$ cat src/include/form_field_key_editor_cfg.svh
`ifndef FORM_FIELD_KEY_EDITOR_CFG_SVH
`define FORM_FIELD_KEY_EDITOR_CFG_SVH
`define FKE_BUF_LEN 64
`define FKE_FIELDS 8
`define FKE_LAST_FIELD 3'h7
`define FKE_MSG_BASE 6'h38
`define FKE_MSG_LAST 6'h07
`define FKE_REG_CTRL 12'h000
`define FKE_REG_STATUS 12'h004
`define FKE_REG_ERRSEL 12'h008
`define FKE_FLD_REGION 6'h01
`define FKE_BUF_REGION 4'h1
`define FKE_CTRL_RESET 4'h0
`define FKE_ERR_VALIDATE 4'h1
`define FKE_F_FIRST 5:0
`define FKE_F_LAST 13:8
`define FKE_F_RIGHT 16
`define FKE_F_MENU 17
`define FKE_F_HOME 18
`define FKE_F_MUST 19
`define FKE_F_SEL 20
`define FKE_F_VALID 21
`define FKE_F_CLEAR 31:24
`define FKE_PAD_POINT 4'ha
`define FKE_CHR_POINT 8'h2e
`define FKE_CHR_ZERO 8'h30
`define FKE_CHR_SPACE 8'h20
`endif

$ cat src/include/form_field_key_editor_pkg.sv
package form_field_key_editor_pkg;
  typedef logic [7:0] char_t;
  typedef logic [5:0] pos_t;
  typedef logic [2:0] fidx_t;
  typedef enum logic [3:0] {
    key_char, key_home, key_erase, key_next, key_wipe, key_clear,
    key_remove, key_pick, key_insert, key_ack, key_pad
  } key_code_t;
  typedef struct packed {
    logic valid;
    key_code_t code;
    logic shift;
    char_t ch;
  } key_event_t;
  typedef struct packed {
    logic valid;
    logic [3:0] num;
  } programmable_function_t;
  typedef struct packed {
    logic wr;
    logic rd;
    logic [11:0] addr;
    logic [31:0] wdata;
  } reg_req_t;
  typedef struct packed {
    logic valid;
    logic right;
    logic menu;
    logic home;
    logic must_fill;
    logic selected;
    char_t clear;
    pos_t first;
    pos_t last;
  } field_t;
  typedef enum logic [2:0] {
    st_idle, st_up, st_dn, st_fill, st_chk, st_msg
  } edit_state_t;
endpackage

$ cat src/design/form_field_key_editor.sv
`timescale 1ns/1ps
`include "form_field_key_editor_cfg.svh"
// Functional notes
// - unshifted home with form fields enabled goes to first form home field start
// - shifted home with menu fields enabled goes to first menu home field start
// - erase in left field past start: step cursor back, erase there
// - erase at field start: cursor stays, character under it erased
// - erase collapses leftward in left fields, rightward in right fields
// - vacated positions take the field's own clear character
// - advance key in last field blanks cursor to end, no move
// - advance key elsewhere blanks cursor to end, then next field start
// - advance key always validates the field being left
// - wipe key clears whole current field, cursor to its start
// - clear in display area deselects menus, cursor to first menu field
// - clear in form area clears form fields, cursor to first form field
// - remove key deletes under cursor, cursor stays, text collapses
// - pick key only in menu mode, display area; shift deselects
// - insert key unshifted enables insert mode, shifted disables it
// - insert in left field: shift at-or-right chars right, store
// - insert in right field: shift at-or-left chars left, store
// - in insert mode a full field drops typed characters and rings bell
// - error writes bottom-line message, bell, error lamp, error mode
// - in error mode keys only ring bell; acknowledge key ends it
// - error from failed validation or host error message request
// - host mode makes keypad give function codes with no shift
module form_field_key_editor
  import form_field_key_editor_pkg::*;
(
  input wire logic clock,
  input wire logic reset,
  input wire reg_req_t bus,
  output logic [31:0] rdata,
  input wire key_event_t key,
  output logic key_ready,
  output programmable_function_t programmable_function,
  output logic bell,
  output logic error_led,
  output logic insert_led,
  output logic display_area_led,
  output pos_t cursor
);
  // key events come from same-clock scan logic, so no synchroniser
  char_t buffer [`FKE_BUF_LEN];
  field_t fld [`FKE_FIELDS];
  edit_state_t state, next_state;
  pos_t ptr, stop;
  char_t fin;
  fidx_t cur, work;
  logic fill_all, adv, chk_bad, insert_mode, error_mode, msg_pend;
  logic form_en, menu_en, menu_mode, keypad_func;
  logic [3:0] err_code;

  function automatic logic [3:0] first_field(input logic want_menu,
                                             input logic need_home);
    logic [3:0] r;
    r = 4'h8;
    for (int i = `FKE_FIELDS - 1; i >= 0; i--) begin
      if (fld[i].valid && fld[i].menu == want_menu && (fld[i].home || !need_home)) begin
        r = {1'b0, 3'(i)};
      end
    end
    return r;
  endfunction

  function automatic char_t msg_char(input logic [3:0] code, input pos_t i);
    char_t c;
    c = `FKE_CHR_SPACE;
    unique case (i)
      6'h00: c = 8'h45;
      6'h01: c = 8'h52;
      6'h02: c = 8'h52;
      6'h03: c = 8'h4f;
      6'h04: c = 8'h52;
      6'h07: c = `FKE_CHR_ZERO + {4'h0, code};
      default: c = `FKE_CHR_SPACE;
    endcase
    return c;
  endfunction

  function automatic logic [1:0] region(input logic [11:0] a);
    logic [1:0] r;
    r = 2'h0;
    if (a[11:6] == `FKE_FLD_REGION) begin
      r = 2'h1;
    end
    if (a[11:8] == `FKE_BUF_REGION) begin
      r = 2'h2;
    end
    return r;
  endfunction

  // decode
  field_t cf;
  field_t wf;
  field_t nf;
  assign cf = fld[cur];
  assign wf = fld[work];
  assign nf = fld[fidx_t'(cur + 3'h1)];
  wire logic take = key.valid && key_ready;
  wire logic key_go = take && !error_mode;
  wire logic at_start = cursor == cf.first;
  wire logic at_last_pos = cursor == cf.last;
  wire logic last_field = (cur == `FKE_LAST_FIELD) || !nf.valid;
  wire logic field_full = cf.right ? (buffer[cf.first] != cf.clear)
                                   : (buffer[cf.last] != cf.clear);
  wire logic pad_func_key = key.code == key_pad && (keypad_func || key.shift);
  wire logic is_type = key.code == key_char || (key.code == key_pad && !pad_func_key);
  wire char_t pad_char = (key.ch[3:0] == `FKE_PAD_POINT) ? `FKE_CHR_POINT
                       : `FKE_CHR_ZERO + {4'h0, key.ch[3:0]};
  wire char_t type_ch = (key.code == key_pad) ? pad_char : key.ch;
  wire logic type_drop = key_go && is_type && insert_mode && field_full;
  wire logic type_ins = key_go && is_type && insert_mode && !field_full;
  wire logic type_over = key_go && is_type && !insert_mode;
  // procedural so a field table write re-runs the search
  logic [3:0] home_f, menu_f, form_f;
  always_comb begin
    home_f = first_field(key.shift, 1'b1);
    menu_f = first_field(1'b1, 1'b0);
    form_f = first_field(1'b0, 1'b0);
  end
  wire logic home_ok = (key.shift ? menu_en : form_en) && !home_f[3];
  wire pos_t erase_pos = (!cf.right && !at_start) ? pos_t'(cursor - 6'h01) : cursor;
  wire logic fill_skip = fill_all && !(wf.valid && !wf.menu);
  wire logic ptr_end = ptr == stop;
  wire logic chk_hit = wf.must_fill && buffer[ptr] == wf.clear;
  wire logic chk_fail = ptr_end && (chk_bad || chk_hit);
  wire logic host_err = bus.wr && bus.addr == `FKE_REG_ERRSEL && bus.wdata[3:0] != 4'h0;
  wire logic enter_err = (state == st_chk && chk_fail) || host_err;
  wire logic [1:0] bus_region = region(bus.addr);

  // buffer write port: engine first, bus when engine is quiet
  logic buf_we;
  pos_t buf_wa;
  char_t buf_wd;
  always_comb begin
    buf_we = 1'b0;
    buf_wa = ptr;
    buf_wd = wf.clear;
    unique case (state)
      st_up: begin
        buf_we = 1'b1;
        buf_wd = (ptr != stop) ? buffer[pos_t'(ptr + 6'h01)] : fin;
      end
      st_dn: begin
        buf_we = 1'b1;
        buf_wd = (ptr != stop) ? buffer[pos_t'(ptr - 6'h01)] : fin;
      end
      st_fill: begin
        buf_we = !fill_skip;
      end
      st_chk: begin
        buf_we = 1'b0;
      end
      st_msg: begin
        buf_we = 1'b1;
        buf_wa = pos_t'(`FKE_MSG_BASE + ptr);
        buf_wd = msg_char(err_code, ptr);
      end
      st_idle: begin
        buf_we = type_over;
        buf_wa = cursor;
        buf_wd = type_ch;
      end
    endcase
  end

  always_ff @(posedge clock) begin
    if (buf_we) begin
      buffer[buf_wa] <= buf_wd;
    end else if (bus.wr && bus_region == 2'h2) begin
      buffer[bus.addr[7:2]] <= bus.wdata[7:0];
    end
  end

  // sequencing
  always_comb begin
    next_state = state;
    unique case (state)
      st_idle: begin
        if (msg_pend) begin
          next_state = st_msg;
        end else if (key_go) begin
          unique case (key.code)
            key_erase, key_remove: next_state = cf.right ? st_dn : st_up;
            key_next, key_wipe: next_state = st_fill;
            key_clear: next_state = cf.menu ? st_idle : st_fill;
            default: next_state = type_ins ? (cf.right ? st_up : st_dn) : st_idle;
          endcase
        end
      end
      st_up, st_dn: begin
        if (ptr_end) begin
          next_state = st_idle;
        end
      end
      st_fill: begin
        if (fill_all) begin
          if ((ptr_end || fill_skip) && work == `FKE_LAST_FIELD) begin
            next_state = st_idle;
          end
        end else if (ptr_end) begin
          next_state = adv ? st_chk : st_idle;
        end
      end
      st_chk: begin
        if (ptr_end) begin
          next_state = st_idle;
        end
      end
      st_msg: begin
        if (ptr == `FKE_MSG_LAST) begin
          next_state = st_idle;
        end
      end
    endcase
  end

  // ready only while idle with nothing pending; edits never overlap
  always_ff @(posedge clock) begin
    if (reset) begin
      state <= st_idle;
      key_ready <= 1'b0;
    end else begin
      state <= next_state;
      key_ready <= next_state == st_idle && !msg_pend && !enter_err;
    end
  end

  // datapath
  always_ff @(posedge clock) begin
    if (reset) begin
      ptr <= 6'h00;
      stop <= 6'h00;
      fin <= 8'h00;
      cur <= 3'h0;
      work <= 3'h0;
      cursor <= 6'h00;
      fill_all <= 1'b0;
      adv <= 1'b0;
      chk_bad <= 1'b0;
      insert_mode <= 1'b0;
    end else begin
      unique case (state)
        st_idle: begin
          work <= cur;
          if (msg_pend) begin
            ptr <= 6'h00;
          end else if (key_go) begin
            unique case (key.code)
              key_home: begin
                if (home_ok) begin
                  cur <= home_f[2:0];
                  cursor <= fld[home_f[2:0]].first;
                end
              end
              key_erase, key_remove: begin
                ptr <= (key.code == key_erase) ? erase_pos : cursor;
                cursor <= (key.code == key_erase) ? erase_pos : cursor;
                stop <= cf.right ? cf.first : cf.last;
                fin <= cf.clear;
              end
              key_next: begin
                ptr <= cursor;
                stop <= cf.last;
                fill_all <= 1'b0;
                adv <= 1'b1;
              end
              key_wipe: begin
                ptr <= cf.first;
                stop <= cf.last;
                cursor <= cf.first;
                fill_all <= 1'b0;
                adv <= 1'b0;
              end
              key_clear: begin
                if (cf.menu) begin
                  if (!menu_f[3]) begin
                    cur <= menu_f[2:0];
                    cursor <= fld[menu_f[2:0]].first;
                  end
                end else begin
                  work <= 3'h0;
                  ptr <= fld[0].first;
                  stop <= fld[0].last;
                  fill_all <= 1'b1;
                  adv <= 1'b0;
                  if (!form_f[3]) begin
                    cur <= form_f[2:0];
                    cursor <= fld[form_f[2:0]].first;
                  end
                end
              end
              key_insert: begin
                insert_mode <= !key.shift;
              end
              default: begin
                if (type_ins) begin
                  ptr <= cf.right ? cf.first : cf.last;
                  stop <= cursor;
                  fin <= type_ch;
                end else if (type_over && !cf.right && !at_last_pos) begin
                  cursor <= pos_t'(cursor + 6'h01);
                end
              end
            endcase
          end
        end
        st_up: begin
          ptr <= pos_t'(ptr + 6'h01);
        end
        st_dn: begin
          ptr <= pos_t'(ptr - 6'h01);
        end
        st_fill: begin
          if (fill_all && (ptr_end || fill_skip)) begin
            // one field per pass; skipped menu fields cost a cycle each
            work <= fidx_t'(work + 3'h1);
            ptr <= fld[fidx_t'(work + 3'h1)].first;
            stop <= fld[fidx_t'(work + 3'h1)].last;
          end else if (ptr_end) begin
            ptr <= cf.first;
            stop <= cf.last;
            chk_bad <= 1'b0;
          end else begin
            ptr <= pos_t'(ptr + 6'h01);
          end
        end
        st_chk: begin
          chk_bad <= chk_bad || chk_hit;
          ptr <= pos_t'(ptr + 6'h01);
          if (ptr_end && !chk_fail && !last_field) begin
            cur <= fidx_t'(cur + 3'h1);
            cursor <= nf.first;
          end
        end
        st_msg: begin
          ptr <= pos_t'(ptr + 6'h01);
        end
      endcase
    end
  end

  // field table: engine owns the selection bit when it acts
  always_ff @(posedge clock) begin
    if (reset) begin
      for (int i = 0; i < `FKE_FIELDS; i++) begin
        fld[i] <= '0;
      end
    end else if (key_go && key.code == key_clear && cf.menu) begin
      for (int i = 0; i < `FKE_FIELDS; i++) begin
        if (fld[i].menu) begin
          fld[i].selected <= 1'b0;
        end
      end
    end else if (key_go && key.code == key_pick && menu_mode && cf.menu) begin
      fld[cur].selected <= !key.shift;
    end else if (bus.wr && bus_region == 2'h1) begin
      fld[bus.addr[4:2]].valid <= bus.wdata[`FKE_F_VALID];
      fld[bus.addr[4:2]].right <= bus.wdata[`FKE_F_RIGHT];
      fld[bus.addr[4:2]].menu <= bus.wdata[`FKE_F_MENU];
      fld[bus.addr[4:2]].home <= bus.wdata[`FKE_F_HOME];
      fld[bus.addr[4:2]].must_fill <= bus.wdata[`FKE_F_MUST];
      fld[bus.addr[4:2]].selected <= bus.wdata[`FKE_F_SEL];
      fld[bus.addr[4:2]].clear <= bus.wdata[`FKE_F_CLEAR];
      fld[bus.addr[4:2]].first <= bus.wdata[`FKE_F_FIRST];
      fld[bus.addr[4:2]].last <= bus.wdata[`FKE_F_LAST];
    end
  end

  // error mode; a new error in the acknowledge cycle keeps it set
  always_ff @(posedge clock) begin
    if (reset) begin
      error_mode <= 1'b0;
      msg_pend <= 1'b0;
      err_code <= 4'h0;
    end else begin
      if (enter_err) begin
        error_mode <= 1'b1;
        msg_pend <= 1'b1;
        err_code <= host_err ? bus.wdata[3:0] : `FKE_ERR_VALIDATE;
      end else begin
        if (take && error_mode && key.code == key_ack) begin
          error_mode <= 1'b0;
        end
        if (state == st_idle) begin
          msg_pend <= 1'b0;
        end
      end
    end
  end

  // control register and outputs
  always_ff @(posedge clock) begin
    if (reset) begin
      {keypad_func, menu_mode, menu_en, form_en} <= `FKE_CTRL_RESET;
    end else if (bus.wr && bus.addr == `FKE_REG_CTRL) begin
      {keypad_func, menu_mode, menu_en, form_en} <= bus.wdata[3:0];
    end
  end

  wire logic ring = type_drop
                 || (take && error_mode && key.code != key_ack)
                 || enter_err;
  always_ff @(posedge clock) begin
    if (reset) begin
      bell <= 1'b0;
      programmable_function <= '0;
      error_led <= 1'b0;
      insert_led <= 1'b0;
      display_area_led <= 1'b0;
    end else begin
      bell <= ring;
      programmable_function.valid <= key_go && pad_func_key;
      programmable_function.num <= key.ch[3:0];
      error_led <= error_mode || enter_err;
      insert_led <= insert_mode;
      display_area_led <= cf.menu;
    end
  end

  // register reads; unmapped offsets read as zero
  field_t rf;
  assign rf = fld[bus.addr[4:2]];
  logic [31:0] rd_word;
  always_comb begin
    rd_word = 32'h0000_0000;
    if (bus.addr == `FKE_REG_CTRL) begin
      rd_word[3:0] = {keypad_func, menu_mode, menu_en, form_en};
    end else if (bus.addr == `FKE_REG_STATUS) begin
      rd_word[5:0] = cursor;
      rd_word[10:8] = cur;
      rd_word[12] = insert_mode;
      rd_word[13] = error_mode;
      rd_word[14] = state != st_idle;
      rd_word[19:16] = err_code;
    end else if (bus.addr == `FKE_REG_ERRSEL) begin
      rd_word[3:0] = err_code;
    end else if (bus_region == 2'h1) begin
      rd_word[`FKE_F_VALID] = rf.valid;
      rd_word[`FKE_F_RIGHT] = rf.right;
      rd_word[`FKE_F_MENU] = rf.menu;
      rd_word[`FKE_F_HOME] = rf.home;
      rd_word[`FKE_F_MUST] = rf.must_fill;
      rd_word[`FKE_F_SEL] = rf.selected;
      rd_word[`FKE_F_CLEAR] = rf.clear;
      rd_word[`FKE_F_FIRST] = rf.first;
      rd_word[`FKE_F_LAST] = rf.last;
    end else if (bus_region == 2'h2) begin
      rd_word[7:0] = buffer[bus.addr[7:2]];
    end
  end

  always_ff @(posedge clock) begin
    if (reset) begin
      rdata <= 32'h0000_0000;
    end else if (bus.rd) begin
      rdata <= rd_word;
    end
  end
endmodule // form_field_key_editor

$ cat config.mk
export PLATFORM = sky130hd
export DESIGN_NAME = form_field_key_editor
export DESIGN_NICKNAME = d
export VERILOG_FILES = /design/src/include/form_field_key_editor_pkg.sv /design/src/design/form_field_key_editor.sv
export VERILOG_INCLUDE_DIRS = /design/src /design/src/include
export SDC_FILE = /design/constraint.sdc
export NUM_CORES = 2
export LEC_CHECK = 0
export BUFFER_PORTS_ARGS = -buffer_cell sky130_fd_sc_hd__buf_2
export CORE_MARGIN = 5
export CORE_UTILIZATION = 30
export DETAILED_ROUTE_END_ITERATION = 16
export RECOVER_POWER = 100
export SYNTH_ARGS = -nofsm -noshare
export SYNTH_HDL_FRONTEND = slang
export SYNTH_SLANG_ARGS = --single-unit
$ cat constraint.sdc
create_clock -name clock -period 9.5 [get_ports clock]
set_input_delay 0.95 -clock clock [delete_from_list [all_inputs] [get_ports clock]]
set_output_delay 0.95 -clock clock [all_outputs]
set_load 0.03 [all_outputs]
# Word level (Yosys, flattened, before mapping)
# Memory sizes are Yosys's and may differ from the RTL's. A register that Yosys moved wholly into a read port is not among the register bits.
# Index checks and enable logic that the tools add are counted.
[word_totals]
ram_bits = 720
input_bits = 62
word_cells = 462
reg_bits = 88
out_inout_bits = 48
memories = 2
[classes]
n_eq_ne = 67
reduce_logical = 133
n_addsub = 9
bitwise = 18
muxes = 207
[mem_list]
columns = ["name", "words", "word_bits", "read_ports", "rd_clocked_by_memory_dff", "wr", "line_no", "text"]
rows = [
  ["buffer", 64, 8, 6, 1, 1, "form_field_key_editor.sv:43", "char_t buffer [`FKE_BUF_LEN];"],
  ["fld", 8, 26, 16, 2, 8, "form_field_key_editor.sv:44", "field_t fld [`FKE_FIELDS];"],
]
[op_table]
columns = ["operator", "n"]
rows = [
  ["2-to-1 mux 6 bit", 33],
  ["2-to-1 mux 4 bit", 28],
  ["2-to-1 mux 8 bit", 14],
  ["2-to-1 mux 3 bit", 27],
  ["logical AND 1 bit", 70],
  ["2-to-1 mux 1 bit", 70],
  ["case mux 6 bit (5 select lines)", 2],
  ["2-to-1 mux 26 bit", 2],
  ["OR reduction 26 bit", 2],
  ["case mux 6 bit (4 select lines)", 2],
  ["case mux 6 bit (2 select lines)", 3],
  ["case mux 8 bit (4 select lines)", 1],
  ["case mux 7 bit (4 select lines)", 1],
  ["2-to-1 mux 2 bit", 11],
  ["equality test 6 bit", 3],
  ["case mux 3 bit (2 select lines)", 3],
  ["zero test 1 bit", 17],
  ["equality test 4 x 3 -> 1 bit (second input constant)", 4],
  ["equality test 4 bit (second input constant)", 4],
  ["!= test 2 bit (second input constant)", 8],
  ["!= test 4 bit (second input constant)", 4],
  ["!= test 8 bit", 2],
  ["case mux 8 bit (2 select lines)", 1],
  ["!= test 3 bit (second input constant)", 5],
  ["other kinds (54)", 117],
]

# Depth between registers and ports, before layout
# An unclocked memory read counts as a cell.
[logic_depth]
depth_word = 21
depth_mapped = 19
mapped_depth_nobuf = 13

# Worst setup path after synthesis
# Ideal clock, no wire load.
[synth_timing]
kind = "register to register"
start = "reg ptr[0]"
end = "mem buffer[0][0] in the netlist's numbering, data pin"
path_buffers = 7
t_arrival_ns = 7.338
t_required_ns = 8.798
stages_incl_launch_ff = 18
setup_slack_ns = 1.461
setup_ns = 0.702
path_cell_list = "dfxtp_1 > clkinv_1 > clkbuf_1 > buf_1 > clkbuf_1 > ha_1 > clkbuf_1 > clkbuf_1 > buf_1 > buf_1 > mux4_2 > mux4_2 > mux2i_1 > a211oi_1 > a21oi_1 > o221ai_1 > nand2_1 > o21ai_0"
[synth_via]
elab_chain_cells = 5
[synth_rtl]
columns = ["item", "line_no", "text"]
rows = [
  ["start, declared", "form_field_key_editor.sv:46", "pos_t ptr, stop;"],
  ["start signal, assigned", "form_field_key_editor.sv:257", "ptr <= (key.code == key_erase) ? erase_pos : cursor;"],
  ["start signal, assigned", "form_field_key_editor.sv:263", "ptr <= cursor;"],
  ["start signal, assigned", "form_field_key_editor.sv:269", "ptr <= cf.first;"],
  ["subtractor 6 x 1 -> 6 bit, or another cell as far along", "form_field_key_editor.sv:146", "buf_wd = (ptr != stop) ? buffer[pos_t'(ptr - 6'h01)] : fin;"],
  ["memory read (64 x 8 bit) / OR reduction 3 bit (equally long branches)", "-", ""],
  ["2-to-1 mux 8 bit, or another cell as far along", "form_field_key_editor.sv:146", ""],
  ["case mux 8 bit (4 select lines) *", "form_field_key_editor.sv:139", "unique case (state)"],
  ["2-to-1 mux 8 bit (no line) *", "-", ""],
  ["end, declared", "form_field_key_editor.sv:43", ""],
]
# Every way passes the cells marked *; elsewhere a longest branch is shown, timed or not.

==> results by stage <==
Floorplan:
- The standard cell core area is ~210000 sq um.
- The vertical extent of the die is about 470 microns.
- The chip width is 470 microns.
- The floorplan has about 170 rows.
- The die covers ~220000 sq um.
- The initial utilization of the core area, before any placement, comes to between 30% and 40%.
- The top-level I/O count is 110.

Placed design:
- The final weighted congestion in routability-driven placement is a little over 1.
- Including well taps, the total number of placed cells is ~8000.
- The wire-length estimate of the detail-placed layout is between 150000 and 200000 microns.
- During placement, the flow inserted port buffers numbering between 100 and 150.

Logic synthesis:
- The share of synthesized area in the top cell type comes to 34.0%.
- The mapped cell area is 63600 sq um.
- The compound-gate portion of the synthesized area is about a tenth.
- Summed over all instances, the cell type with the most area after synthesis is edfxtp_1.
- The share of flip-flops with an asynchronous set or reset after synthesis is 0%.
- The sequential-to-total area share from yosys stat is a little under two fifths.
- After synthesis, the most frequently instantiated cells are mux4_2 (825), edfxtp_1 (720), nand2_1 (659).
- After synthesis, the cell types taking the most area are edfxtp_1 (34%), mux4_2 (29%), nand2_1 (3.9%), mux2i_1 (3.3%), dfxtp_1 (3.1%).
- The most frequent cell after synthesis is mux4_2.
- After synthesis, the largest family of logic cells by area is multiplexers.
- The xor/xnor cell area share of the yosys netlist is less than 1%.
- The synthesized area divided by synthesized cell count is approximately 12 sq um.
- Yosys printed 0 warnings.
- The count of mapped cells out of synthesis is between 5000 and 6000.
- For this run, the leading register cell type out of synthesis is edfxtp_1.
- The register bit count reported by yosys is between 800 and 900.
- Counting distinct cell types in the post-synthesis netlist gives 91.
- The number of enable-type register cells in the synthesized netlist is 720.
- The arithmetic-cell share of the synthesized area counting full adders, half adders and majority gates is less than 1%.
- The synthesized netlist devotes between 10 and 15% of its cell area to simple gates.
- The portion of synthesized area spent on multiplexers is around 33%.

Worst setup path:
- The worst path required time is between 10 and 15 ns.
- Along the worst path, the maximum fanout reaches 65.
- Walking the worst path, the cells encountered are buf_4, mux4_2, mux2i_4, buf_12, buf_4, mux4_2, a211oi_1, nand4_1, nor4_1, o21ai_0, and4bb_1, a21oi_1, o21ai_0, o31ai_1.
- The worst setup path category is reg -> reg.
- The startpoint kind of the worst setup timing path is a flip-flop.
- The cell type group with the largest total delay on the critical path is compound AO/OA/AOI/OAI gates.
- The critical path capture point type is a flip-flop.
- The buffer and inverter count on the worst path is 3.
- At the worst endpoint, the arrival time is 8.95 ns.
- The cell with the biggest individual delay on the critical path is dfxtp_2.
- The delay of the slowest critical-path stage is approximately 1.4 ns.

Drt:
- The overall via count from detail_route is ~56000.
- Once detail routing completed, the nets flagged for antenna violations numbered 0.
- The first detailed-routing pass took 7 iterations.
- The detailed-route wire length per cell is around 36 microns.
- The DRC violation count after routing is 0.
- Summed over all layers, the routed wires come to about 300000 microns.
- The iteration-0 DRC count of the detailed router is around 10000.
- Using the TritonRoute via totals, the vias-per-cell ratio works out to 6.83.

Worst hold path:
- The class of the worst hold path is reg -> reg.

Clock network:
- The post-CTS resize count is 0.
- At the later pin of the worst-skew pair, clock insertion delay measures approximately 0.8 ns.
- The H-tree generated during clock tree synthesis spans 3 levels.
- In this run the deepest clock path goes through 3 buffers.
- TritonCTS built the clock tree.
- The cell sitting at the root of the clock tree is a clkbuf_16.
- In this run, CTS created clock tree buffers numbering 90.
- In this run, post-CTS hold repair placed 0 buffers.
- The clock transition time at the flip-flop clock pins of the worst setup and hold paths is approximately 0.07 ns.
- The CTS sink count is 820.
- The number of setup buffers added after CTS is 0.

Global routing:
- The number of antenna violations at the first check in global routing is 24.
- The overall track demand over capacity in global routing is around 26%.
- The via count of the first global-routing pass is ~52000.
- The total overflow left after global routing is 0.
- Entering global routing, the biggest net connects roughly 120 pins.
- The first global-routing pass estimated around 400000 microns of wire.

Outcome:
- The final reports fail on max-capacitance violations, max-slew violations.
- The run finished, with violations left.

Timing:
- The slew of the pin with the lowest slew margin is around 3.9 ns.
- The final count of negative-setup-slack endpoints is 0.
- Setup repair after global routing left no endpoint under its margin.
- The final setup TNS is 0 ns.
- The shortest clock period the worst path allows after layout is ~8.4 ns.
- Of the available clock period, the critical path in the final layout requires around nine tenths.
- The count of final max-slew check failures is roughly 1700.
- The count of final hold-check violations is 0.
- The tightest slew margin relative to the limit is -162%.
- The maximum clock rate is 119 MHz.
- Between clock sinks in the finished design, the worst skew comes to just over 0.06 ns.

Finish:
- The layout has approximately 21000 filler cells.
- After the flow finishes, the layout carries non-filler instances totaling approximately 8200.
- In the final layout, the share of cells above drive strength 1 is a little under a quarter.
- The synthesis-to-finish area growth is 10.1%.
- The count of nets after finishing is between 5000 and 6000.

Pwr:
- The worst voltage drop across the vdd grid is between 0.3 and 0.4 mV.
- The analysis attributes to cell leakage a power of between 20 and 25 nW.
- The total power density per cell area is approximately 240 nW/um^2.
- The power after layout is between 0.015 and 0.02 W.

Job:
- The tool flagged a number of max-cap violations equal to 85.
worst paths after layout:
| path | end | slack [ns] | start | cells past startpoint |
|---|---|---|---|---|
| worst max-delay path | ptr[0] | 1.07 | flip-flop | 14 |
| worst min-delay path | rdata[3] | 0.46 | rdata[3] | 2 |
| worst max register to register | ptr[0] | 1.07 | flip-flop | 14 |
| worst min register to register | rdata[3] | 0.46 | rdata[3] | 2 |
report_power, final:
group	total, W	switching (W)	internal [W]
Combinational	0.00799	0.00520	0.00279
Sequential	0.00478	0.000292	0.00449
Clock	0.00377	0.00169	0.00208
Total	0.0165	0.00718	0.00937
metal layers:
| metal | vias up | routed length (microns) | global-route usage [%] |
|---|---|---|---|
| met5 | - | 632 | 1.69 |
| met4 | 22 | 27100 | 17.6 |
| met3 | 1253 | 48300 | 11.0 |
| met2 | 5218 | 119000 | 35.5 |
| met1 | 28000 | 99900 | 31.8 |
| li1 | 21500 | - | - |
state kept, by name, summed over array words and instances (netlist names), 3 cells and up, named ones only:
name / cells
buffer: 512
fld: 208
rdata: 29
fin: 8
cursor: 6
ptr: 6
stop: 6
programmable_function: 5
err_code: 4
cur: 3
state: 3
work: 3
cells in the final DEF, fill, tap and decap left out, drive strengths merged, types with 177 or more instances in the layout:
cell	synthesis	routed
nand2	659	659
nand3	334	334
buf	222	192
edfxtp	720	720
o21ai	203	203
nor2	278	278
clkbuf	311	177
mux2i	213	213
a211oi	183	183
and2	213	213
a21oi	242	242
mux4	825	825
area by class of cell:
cell class                      count  area [sq um]  area share (%)
Tap cell                         2821          3530            5.04
Clock inverter                     70           766            1.09
Clock buffer                       99          2290            3.26
Sequential cell                   820         23600            33.8
Antenna cell                       20          50.0          0.0715
Inverter                           34           135           0.193
Timing Repair Buffer              270          1770            2.53
Multi-Input combinational cell   4049         37900            54.1
worst min-delay path, cell delays in order (launching register included):
cell and delay, ns:
dfxtp_1 0.31, nand2_1 0.06, a21oi_1 0.05
per-stage QoR:
| step | hold WS, ns | utilization (%) | instance area (sq um) | setup WS [ns] |
|---|---|---|---|---|
| after CTS | 0.461 | 33.3 | 70500 | 2.35 |
| after global routing | 0.502 | 33.1 | 70000 | 0.840 |
| after floorplan | 0.451 | - | 63600 | 1.46 |
| final | 0.463 | 33.1 | 70000 | 1.07 |
| after global placement | 0.449 | 31.9 | 67400 | 2.37 |
| after detailed placement | 0.451 | 31.9 | 67400 | 2.38 |
logic make-up (layout without fill, tap and decap cells):
family | after synthesis | count (layout)
AOI/OAI and AO/OA | 1011 | 1011
xor gates and xnor gates | 56 | 56
adders and majority gates | 13 | 13
buffers and inverters | 567 | 473
DFF | 820 | 820
muxes | 1086 | 1086
other | 1 | 23
and+or+nand+nor | 1880 | 1880
No activity file was read; power rests on OpenSTA's default activity.
